### src/include/sbic_pkg.sv
/*
  Shared constants and types for the space bus idle-cycle controller:
  register layout, reset value, register map, state codes and the
  idle-cycle code table.
  Assumes a single 200 MHz clock and a 32-bit APB register bus.
*/
package sbic_pkg;

  // ----------------------------------------------------------------
  // register map and reset values
  // ----------------------------------------------------------------
  localparam int SPACE_COUNT = 8;
  localparam int SPACE_AW = 3;
  localparam logic [31:0] SBC_RESET = 32'h36DB_0600;
  localparam logic [7:0] SBC_BASE = 8'h00;
  localparam logic [7:0] STATUS_ADDR = 8'h20;
  localparam logic [31:0] UNMAPPED_READ = 32'h0000_0000;

  // ----------------------------------------------------------------
  // timing defaults: CLK frequency in MHz, then counts in cycles of CLK and of the bus clock
  // ----------------------------------------------------------------
  localparam int CLK_MHZ = 200;
  localparam int BUS_DIV = 2;
  localparam int ACCESS_TICKS = 1;

  // ----------------------------------------------------------------
  // space bus control word layout, msb first
  // ----------------------------------------------------------------
  typedef struct packed {
    logic rsvd;
    logic [2:0] write_follow_idle;
    logic [2:0] read_write_other_space_idle;
    logic [2:0] read_write_same_space_idle;
    logic [21:0] other_bits;
  } sbic_ctrl_t;

  // access request from the internal side
  typedef struct packed {
    logic [2:0] space;
    logic write;
  } sbic_acc_t;

  // bus sequencer states, one-hot
  typedef enum logic [3:0] {
    ST_IDLE = 4'b0001,
    ST_LOOKUP = 4'b0010,
    ST_GAP = 4'b0100,
    ST_ACCESS = 4'b1000
  } sbic_state_t;

  // idle-cycle code to count of bus clock cycles
  function automatic logic [3:0] idle_decode(input logic [2:0] code);
    logic [3:0] n;
    n = 4'h0;
    case (code)
      3'b000: n = 4'h0;
      3'b001: n = 4'h1;
      3'b010: n = 4'h2;
      3'b011: n = 4'h4;
      3'b100: n = 4'h6;
      3'b101: n = 4'h8;
      3'b110: n = 4'hA;
      default: n = 4'hC;
    endcase
    return n;
  endfunction : idle_decode

endpackage : sbic_pkg

### src/verilog/sbic_space_bus_ctrl.sv
/*
  Space bus idle-cycle controller: per-space control words on APB and a
  bus sequencer that inserts the programmed idle cycles between
  external accesses.
  Assumes requests come from logic on CLK, MANUAL_RESET and STANDBY
  too; external memories sit behind CS_N, RD_N and WE_N.
*/
//
// Functional notes
// - one 32-bit read/write word per space
// - power-on reset loads 0x36DB0600
// - manual reset and standby keep words
// - top bit reads zero, write zero
// - bits 30:28 idle after write
// - bits 27:25 read then write, other space
// - bits 24:22 read then write, same space
// - idle follows access to owning space
// - codes 0,1,2 give 0,1,2 cycles
// - codes 3..7 give 4,6,8,10,12
`timescale 1ns/1ps
module sbic_space_bus_ctrl #(
  parameter int BUS_DIV = sbic_pkg::BUS_DIV,
  parameter int ACCESS_TICKS = sbic_pkg::ACCESS_TICKS
) (
  // clock and resets
  input wire logic CLK,
  input wire logic RESET,
  input wire logic MANUAL_RESET,
  input wire logic STANDBY,
  // apb slave
  input wire logic PSEL,
  input wire logic PENABLE,
  input wire logic PWRITE,
  input wire logic [7:0] PADDR,
  input wire logic [31:0] PWDATA,
  output logic [31:0] PRDATA,
  output logic PREADY,
  output logic PSLVERR,
  // internal access request
  input wire logic ACC_REQ,
  input wire sbic_pkg::sbic_acc_t ACC,
  output logic ACC_ACK,
  // external bus strobes
  output logic [7:0] CS_N,
  output logic RD_N,
  output logic WE_N
);

  // ----------------------------------------------------------------
  // declarations
  // ----------------------------------------------------------------
  sbic_pkg::sbic_state_t state;
  sbic_pkg::sbic_acc_t cur;
  sbic_pkg::sbic_ctrl_t cfg_prev;
  sbic_pkg::sbic_ctrl_t rd_word;
  sbic_pkg::sbic_ctrl_t wr_word;
  logic [2:0] prev_space;
  logic prev_write;
  logic prev_valid;
  logic [3:0] idle_target;
  logic [3:0] idle_left;
  logic [3:0] gap_ticks;
  logic [7:0] acc_left;
  logic [7:0] div_cnt;
  logic tick;
  logic [2:0] sel_code;
  logic seq_reset;
  logic apb_first;
  logic apb_done;
  logic addr_space;
  logic addr_status;
  logic mem_we;
  logic [31:0] status_word;

  assign seq_reset = RESET | MANUAL_RESET;

  // ----------------------------------------------------------------
  // bus clock enable
  // ----------------------------------------------------------------
  // one-cycle tick per bus clock; idle cycles count these ticks
  always_ff @(posedge CLK) begin
    if (RESET) begin
      div_cnt <= 8'h00;
      tick <= 1'b0;
    end else if (div_cnt == 8'(BUS_DIV - 1)) begin
      div_cnt <= 8'h00;
      tick <= 1'b1;
    end else begin
      div_cnt <= div_cnt + 8'h01;
      tick <= 1'b0;
    end
  end

  // ----------------------------------------------------------------
  // apb decode
  // ----------------------------------------------------------------
  // words 0..7 map to spaces 0,2,3,4,5A,5B,6A,6B in that order
  assign addr_space = (PADDR[7:5] == sbic_pkg::SBC_BASE[7:5]) && (PADDR[1:0] == 2'b00);
  assign addr_status = (PADDR == sbic_pkg::STATUS_ADDR);
  assign apb_first = PSEL && PENABLE && !PREADY;
  assign apb_done = PSEL && PENABLE && PREADY;

  // write lands at the completing edge
  assign mem_we = apb_done && PWRITE && addr_space;

  // top bit stored as zero whatever is written
  always_comb begin
    wr_word = sbic_pkg::sbic_ctrl_t'(PWDATA);
    wr_word.rsvd = 1'b0;
  end

  // live sequencer state for software
  assign status_word = {19'h0_0000, prev_valid, prev_write, prev_space,
                        idle_left, state};

  // ----------------------------------------------------------------
  // control word bank
  // ----------------------------------------------------------------
  sbic_ctrl_mem #(
    .DEPTH(sbic_pkg::SPACE_COUNT),
    .AW(sbic_pkg::SPACE_AW)
  ) u_mem (
    .CLK(CLK),
    .RESET(RESET),
    .WR_EN(mem_we),
    .WR_ADDR(PADDR[4:2]),
    .WR_DATA(wr_word),
    .RD_ADDR_A(PADDR[4:2]),
    .RD_DATA_A(rd_word),
    .RD_ADDR_B(prev_space),
    .RD_DATA_B(cfg_prev)
  );

  // ----------------------------------------------------------------
  // apb answer
  // ----------------------------------------------------------------
  // two access cycles: the word read at setup is registered first
  always_ff @(posedge CLK) begin
    if (RESET) begin
      PREADY <= 1'b0;
      PSLVERR <= 1'b0;
      PRDATA <= 32'h0000_0000;
    end else if (apb_first) begin
      PREADY <= 1'b1;
      PSLVERR <= !(addr_space || addr_status);
      if (PWRITE) begin
        PRDATA <= 32'h0000_0000;
      end else if (addr_space) begin
        PRDATA <= {1'b0, rd_word[30:0]};
      end else if (addr_status) begin
        PRDATA <= status_word;
      end else begin
        PRDATA <= sbic_pkg::UNMAPPED_READ;
      end
    end else if (apb_done) begin
      PREADY <= 1'b0;
      PSLVERR <= 1'b0;
    end
  end

  // ----------------------------------------------------------------
  // idle code selection
  // ----------------------------------------------------------------
  // read-read gaps belong to other fields and are not handled here
  always_comb begin
    sel_code = 3'b000;
    if (!prev_valid) begin
      sel_code = 3'b000;
    end else if (prev_write) begin
      sel_code = cfg_prev.write_follow_idle;
    end else if (cur.write && (cur.space == prev_space)) begin
      sel_code = cfg_prev.read_write_same_space_idle;
    end else if (cur.write) begin
      sel_code = cfg_prev.read_write_other_space_idle;
    end else begin
      sel_code = 3'b000;
    end
  end

  // ----------------------------------------------------------------
  // bus sequencer
  // ----------------------------------------------------------------
  // manual reset aborts a transfer but leaves the word bank alone;
  // standby only blocks new requests
  always_ff @(posedge CLK) begin
    if (seq_reset) begin
      state <= sbic_pkg::ST_IDLE;
      cur <= '0;
      idle_target <= 4'h0;
      idle_left <= 4'h0;
      gap_ticks <= 4'h0;
      acc_left <= 8'h00;
      prev_space <= 3'b000;
      prev_write <= 1'b0;
      prev_valid <= 1'b0;
      ACC_ACK <= 1'b0;
      CS_N <= 8'hFF;
      RD_N <= 1'b1;
      WE_N <= 1'b1;
    end else begin
      ACC_ACK <= 1'b0;
      case (state)
        sbic_pkg::ST_IDLE: begin
          if (ACC_REQ && !ACC_ACK && !STANDBY) begin
            cur <= ACC;
            state <= sbic_pkg::ST_LOOKUP;
          end
        end
        sbic_pkg::ST_LOOKUP: begin
          idle_target <= sbic_pkg::idle_decode(sel_code);
          idle_left <= sbic_pkg::idle_decode(sel_code);
          gap_ticks <= 4'h0;
          state <= sbic_pkg::ST_GAP;
        end
        sbic_pkg::ST_GAP: begin
          if (tick && (idle_left == 4'h0)) begin
            state <= sbic_pkg::ST_ACCESS;
            acc_left <= 8'(ACCESS_TICKS - 1);
            CS_N[cur.space] <= 1'b0;
            RD_N <= cur.write;
            WE_N <= !cur.write;
          end else if (tick) begin
            idle_left <= idle_left - 4'h1;
            gap_ticks <= gap_ticks + 4'h1;
          end
        end
        sbic_pkg::ST_ACCESS: begin
          if (tick && (acc_left == 8'h00)) begin
            // remember the space that owns the next gap
            prev_space <= cur.space;
            prev_write <= cur.write;
            prev_valid <= 1'b1;
            CS_N <= 8'hFF;
            RD_N <= 1'b1;
            WE_N <= 1'b1;
            ACC_ACK <= 1'b1;
            state <= sbic_pkg::ST_IDLE;
          end else if (tick) begin
            acc_left <= acc_left - 8'h01;
          end
        end
        default: begin
          state <= sbic_pkg::ST_IDLE;
        end
      endcase
    end
  end

  // ----------------------------------------------------------------
  // checks
  // ----------------------------------------------------------------
  AST_TOP_BIT_ZERO: assert property (@(posedge CLK) disable iff (RESET)
    (PREADY && !PWRITE && PSEL) |-> (PRDATA[31] == 1'b0))
    else $error("reserved top bit read as one");

  AST_GAP_NO_STROBE: assert property (@(posedge CLK) disable iff (seq_reset)
    (state != sbic_pkg::ST_ACCESS) |-> (CS_N == 8'hFF && RD_N && WE_N))
    else $error("strobe active outside an access");

  AST_GAP_LENGTH: assert property (@(posedge CLK) disable iff (seq_reset)
    (state == sbic_pkg::ST_GAP && tick && idle_left == 4'h0)
      |-> (gap_ticks == idle_target) ##1 (state == sbic_pkg::ST_ACCESS))
    else $error("gap length differs from programmed count");

  AST_CODE_TWELVE: assert property (@(posedge CLK) disable iff (seq_reset)
    (state == sbic_pkg::ST_LOOKUP && sel_code == 3'b111) |=> (idle_target == 4'hC))
    else $error("code 111 did not give 12 idle cycles");

  AST_CODE_ONE: assert property (@(posedge CLK) disable iff (seq_reset)
    (state == sbic_pkg::ST_LOOKUP && sel_code == 3'b001) |=> (idle_target == 4'h1))
    else $error("code 001 did not give one idle cycle");

  AST_AFTER_WRITE: assert property (@(posedge CLK) disable iff (seq_reset)
    (state == sbic_pkg::ST_LOOKUP && prev_valid && prev_write)
      |=> (idle_target == sbic_pkg::idle_decode($past(cfg_prev.write_follow_idle))))
    else $error("write-follow gap not from bits 30:28");

  AST_RW_OTHER: assert property (@(posedge CLK) disable iff (seq_reset)
    (state == sbic_pkg::ST_LOOKUP && prev_valid && !prev_write && cur.write
      && cur.space != prev_space)
      |=> (idle_target == sbic_pkg::idle_decode($past(cfg_prev.read_write_other_space_idle))))
    else $error("read-write other space gap not from bits 27:25");

  AST_RW_SAME: assert property (@(posedge CLK) disable iff (seq_reset)
    (state == sbic_pkg::ST_LOOKUP && prev_valid && !prev_write && cur.write
      && cur.space == prev_space)
      |=> (idle_target == sbic_pkg::idle_decode($past(cfg_prev.read_write_same_space_idle))))
    else $error("read-write same space gap not from bits 24:22");

  AST_APB_TWO_CYCLES: assert property (@(posedge CLK) disable iff (RESET)
    (PSEL && !PENABLE) ##1 (PSEL && PENABLE) |-> !PREADY ##1 PREADY)
    else $error("apb answer not in second access cycle");

endmodule : sbic_space_bus_ctrl

### src/verilog/sbic_ctrl_mem.sv
/*
  Bank of space bus control words, one per chip-select space, with one
  write port and two registered read ports.
  Assumes RESET is the power-on reset only; nothing else clears it.
*/
`timescale 1ns/1ps
module sbic_ctrl_mem #(
  parameter int DEPTH = 8,
  parameter int AW = 3
) (
  // clock and power-on reset
  input wire logic CLK,
  input wire logic RESET,
  // write port
  input wire logic WR_EN,
  input wire logic [AW-1:0] WR_ADDR,
  input wire sbic_pkg::sbic_ctrl_t WR_DATA,
  // read ports
  input wire logic [AW-1:0] RD_ADDR_A,
  output sbic_pkg::sbic_ctrl_t RD_DATA_A,
  input wire logic [AW-1:0] RD_ADDR_B,
  output sbic_pkg::sbic_ctrl_t RD_DATA_B
);

  sbic_pkg::sbic_ctrl_t mem [DEPTH];

  // ----------------------------------------------------------------
  // storage
  // ----------------------------------------------------------------
  // power-on reset value
  // no manual reset or standby input exists here
  always_ff @(posedge CLK) begin
    if (RESET) begin
      for (int i = 0; i < DEPTH; i++) begin
        mem[i] <= sbic_pkg::SBC_RESET;
      end
    end else if (WR_EN) begin
      mem[WR_ADDR] <= WR_DATA;
    end
  end

  // registered reads; reset value shows right after release
  always_ff @(posedge CLK) begin
    if (RESET) begin
      RD_DATA_A <= sbic_pkg::SBC_RESET;
      RD_DATA_B <= sbic_pkg::SBC_RESET;
    end else begin
      RD_DATA_A <= mem[RD_ADDR_A];
      RD_DATA_B <= mem[RD_ADDR_B];
    end
  end

  // ----------------------------------------------------------------
  // checks
  // ----------------------------------------------------------------
  AST_RESET_VALUE: assert property (@(posedge CLK)
    $past(RESET) |-> (RD_DATA_B == sbic_pkg::SBC_RESET))
    else $error("control word not at reset value after power-on reset");

  for (genvar g = 0; g < DEPTH; g++) begin : g_keep
    AST_WORD_KEPT: assert property (@(posedge CLK) disable iff (RESET)
      !(WR_EN && (WR_ADDR == AW'(g))) |=> $stable(mem[g]))
      else $error("control word changed without a write");
  end

endmodule : sbic_ctrl_mem

### config.mk
export PLATFORM = sky130hd
export DESIGN_NAME = sbic_space_bus_ctrl
export DESIGN_NICKNAME = d
export VERILOG_FILES = /design/src/include/sbic_pkg.sv /design/src/verilog/sbic_space_bus_ctrl.sv /design/src/verilog/sbic_ctrl_mem.sv
export SDC_FILE = /design/constraint.sdc
export NUM_CORES = 1
export LEC_CHECK = 0
export BUFFER_PORTS_ARGS = -buffer_cell sky130_fd_sc_hd__buf_2
export CORE_MARGIN = 3
export CORE_UTILIZATION = 62
export CTS_CLUSTER_DIAMETER = 120
export CTS_CLUSTER_SIZE = 20
export DETAILED_ROUTE_END_ITERATION = 12
export PLACE_DENSITY_LB_ADDON = 0.12
export SKIP_CTS_REPAIR_TIMING = 1
export SLEW_MARGIN = 15
export SYNTH_ARGS = -nofsm -noshare
export SYNTH_HDL_FRONTEND = slang
export SYNTH_HIERARCHICAL = 1
export SYNTH_SLANG_ARGS = --single-unit
### constraint.sdc
create_clock -name CLK -period 4.37 [get_ports CLK]
set_input_delay 0.874 -clock CLK [delete_from_list [all_inputs] [get_ports CLK]]
set_output_delay 0.874 -clock CLK [all_outputs]
set_load 0.1 [all_outputs]
==> results.cfg <==
[setup_path]
critical_path_class = in -> reg
slowest_delay_ns = 0.61
slowest_stage = or4_1
crit_top_cell = buf_4
required_ns = 4.60
path_cells = buf_2, or4_1, nor4_1, buf_4, or3b_4, nor2_4, or2_2, buf_4
critical_path_arrival_ns = 3.43
cp-start-kind = input pin
worst-path-stages = 8
end_kind = register
reg2regPathDepth = 7
crit_family = simple AND/OR/NAND/NOR gates
critPathBufInv = 3
crit_fanout = 40

[min_path]
whs_path_depth = 2
min-delay-path-class = reg -> reg

[clock_tree]
ctsRootBufferMaster = clkbuf_16
htree_num_levels = 1
cts.sinks = 366
cts_made_buffers = 22
cts_tree = done
clockBufferDepth = 3
clk_pin_slew_ns = 0.08
clock_latency_ns = 0.52

[detailed_routing]
vias = 10096
drt-total-wl_um = 36420
post_drt_wl_per_cell_um = 22.10
antenna_left = 0
drc = 0
via_per_inst = 6.126
drt_iter0_markers = 1041
dr.pass1.iters = 5

[pwr]
pwr-share-comb_pct = 6.2
powerDensity_nw_per_um2 = 355.4
peakVddDrop_mv = 0.3225
p_int_uw = 4886
pwr-share-clk_pct = 33.3
leakagePower_uw = 0.006079
seq_power_share_pct = 60.6
power.net_switching_uw = 1366
switching_share_pct = 21.85
power_uw = 6252

[floorplan]
core_area_um2 = 25400
initial_core_util_pct = 63.49
rows = 58
die_h_um = 167.3
io_pins = 97
die_w_um = 167.3
fp.dieArea_um2 = 27980

[yosys]
syn_nets = 1296
synth_area_um2 = 16130
synthCells = 1239
syn_avg_cell_area_um2 = 13.01
yosys_warnings = 6

[timing]
fmax_mhz = 312.7
final.min_clock_period_ns = 3.198
holdWs_ns = 0.4560
hold_viol = 0
final.period_utilization_pct = 73.18
rsz0062_at_grt = false
setup-tns-final_ns = 0
finClkSkew_ns = 0.01604
slew_violations = 0
relSlewSlack_pct = 19.55
setup_viol_count_final = 0
tightest_slew_ns = 1.202

[grt]
grt.total_usage_pct = 25.60
gr-total-overflow = 0
grt_pass1_wl_um = 56410
grt_max_degree = 53
first_global_vias = 9984
antenna_found_initial = 5

[placement]
port_buffers = 94
gp_congestion = 0.8271
placed_area_um2 = 16930
hpwlAfterDp_um = 22850

[final_layout]
register_area_um2 = 9811
fin_area_um2 = 17590
multi_input_area_um2 = 5832
drive_above_1_share_pct = 17.82
area_delta_synth_final_pct = 9.101
nets = 1355
nFillCells = 1802

[job]
maxCapViolations = 0

[outcome]
status = finished clean
-- registers in the layout, indices dropped and copies added (netlist names) --
| name | flops |
|---|---|
| CS_N | 8 |
| prev_space | 3 |
| PSLVERR | 1 |
| state | 4 |
| cur | 4 |
| div_cnt | 8 |
| idle_left | 4 |
| tick | 1 |
| u_mem/mem | 248 |
| u_mem/RD_DATA_A | 31 |
| WE_N | 1 |
| prev_valid | 1 |
| RD_N | 1 |
| acc_left | 8 |
| prev_write | 1 |
| u_mem/RD_DATA_B | 9 |
| PRDATA | 31 |
| ACC_ACK | 1 |
| PREADY | 1 |
-- power groups by stage --
stage               sequential [uW]  clock, uW  combinational (uW)
floorplan                      3860          0                 224
global placement               3860          0                 380
detailed placement             3870          0                 384
finish                         3790       2080                 385
global route                   3800       2240                 412
CTS                            3790       2130                 386
-- placed cells by master (no fill, tap or decap), types with 5 or more instances in the layout --
cell / n
clkbuf_16: 23
nand3_1: 7
diode_2: 5
buf_4: 38
mux4_2: 44
nand2_1: 44
mux2i_1: 99
xor2_1: 13
buf_2: 93
nor2_1: 79
a22oi_1: 68
and2_1: 155
ha_1: 5
nor2b_1: 5
clkbuf_1: 15
edfxtp_1: 248
a21o_1: 18
nand2b_1: 32
dfxtp_1: 117
or3_1: 74
buf_12: 5
a21oi_1: 30
o21ai_0: 16
inv_1: 7
or2_2: 10
-- final cells by class --
| cell class | count | area share, % |
|---|---|---|
| sequential | 366 | 55.76 |
| antenna | 5 | 0.07112 |
| multi-input combinational | 765 | 33.15 |
| inverter | 7 | 0.1493 |
| tap | 330 | 2.347 |
| timing repair buffer | 136 | 4.836 |
| clock inverter | 1 | 0.09245 |
| clock buffer | 38 | 3.591 |
-- per-stage QoR --
| step | instances | util (%) | setup slack, ns |
|---|---|---|---|
| after global placement | 1604 | 66.66 | 0.7103 |
| after global routing | 1647 | 69.26 | 1.099 |
| after detailed placement | 1604 | 66.66 | 0.6333 |
| after CTS | 1643 | 69.22 | 1.180 |
| final | 1648 | 69.27 | 1.172 |
| after floorplan | 1239 | - | 0.7138 |
-- routing by layer --
layer | track usage, % | vias to the layer above | wire length (um)
li1 | - | 4649 | -
met1 | 37.21 | 5015 | 15560
met2 | 41.63 | 373 | 17330
met3 | 3.447 | 59 | 2727
met4 | 6.581 | 0 | 801
met5 | 0 | - | 0
-- worst paths after layout --
kind	start	to	slack, ns
worst min register to register	CS_N[0]	CS_N[0]	0.46
worst min-delay path	CS_N[0]	CS_N[0]	0.46
worst max-delay path	PADDR[6]	u_mem/mem[2][13]	1.17
worst max register to register	PREADY	u_mem/mem[2][13]	1.92
-- tightest hold or removal path, delay by kind of cell, from the launching register on --
kind / cells / cell delay, ns
compound gates: 1 / 0.06
flops: 1 / 0.32
simple gates: 1 / 0.05
No activity file was read; power rests on OpenSTA's default activity.
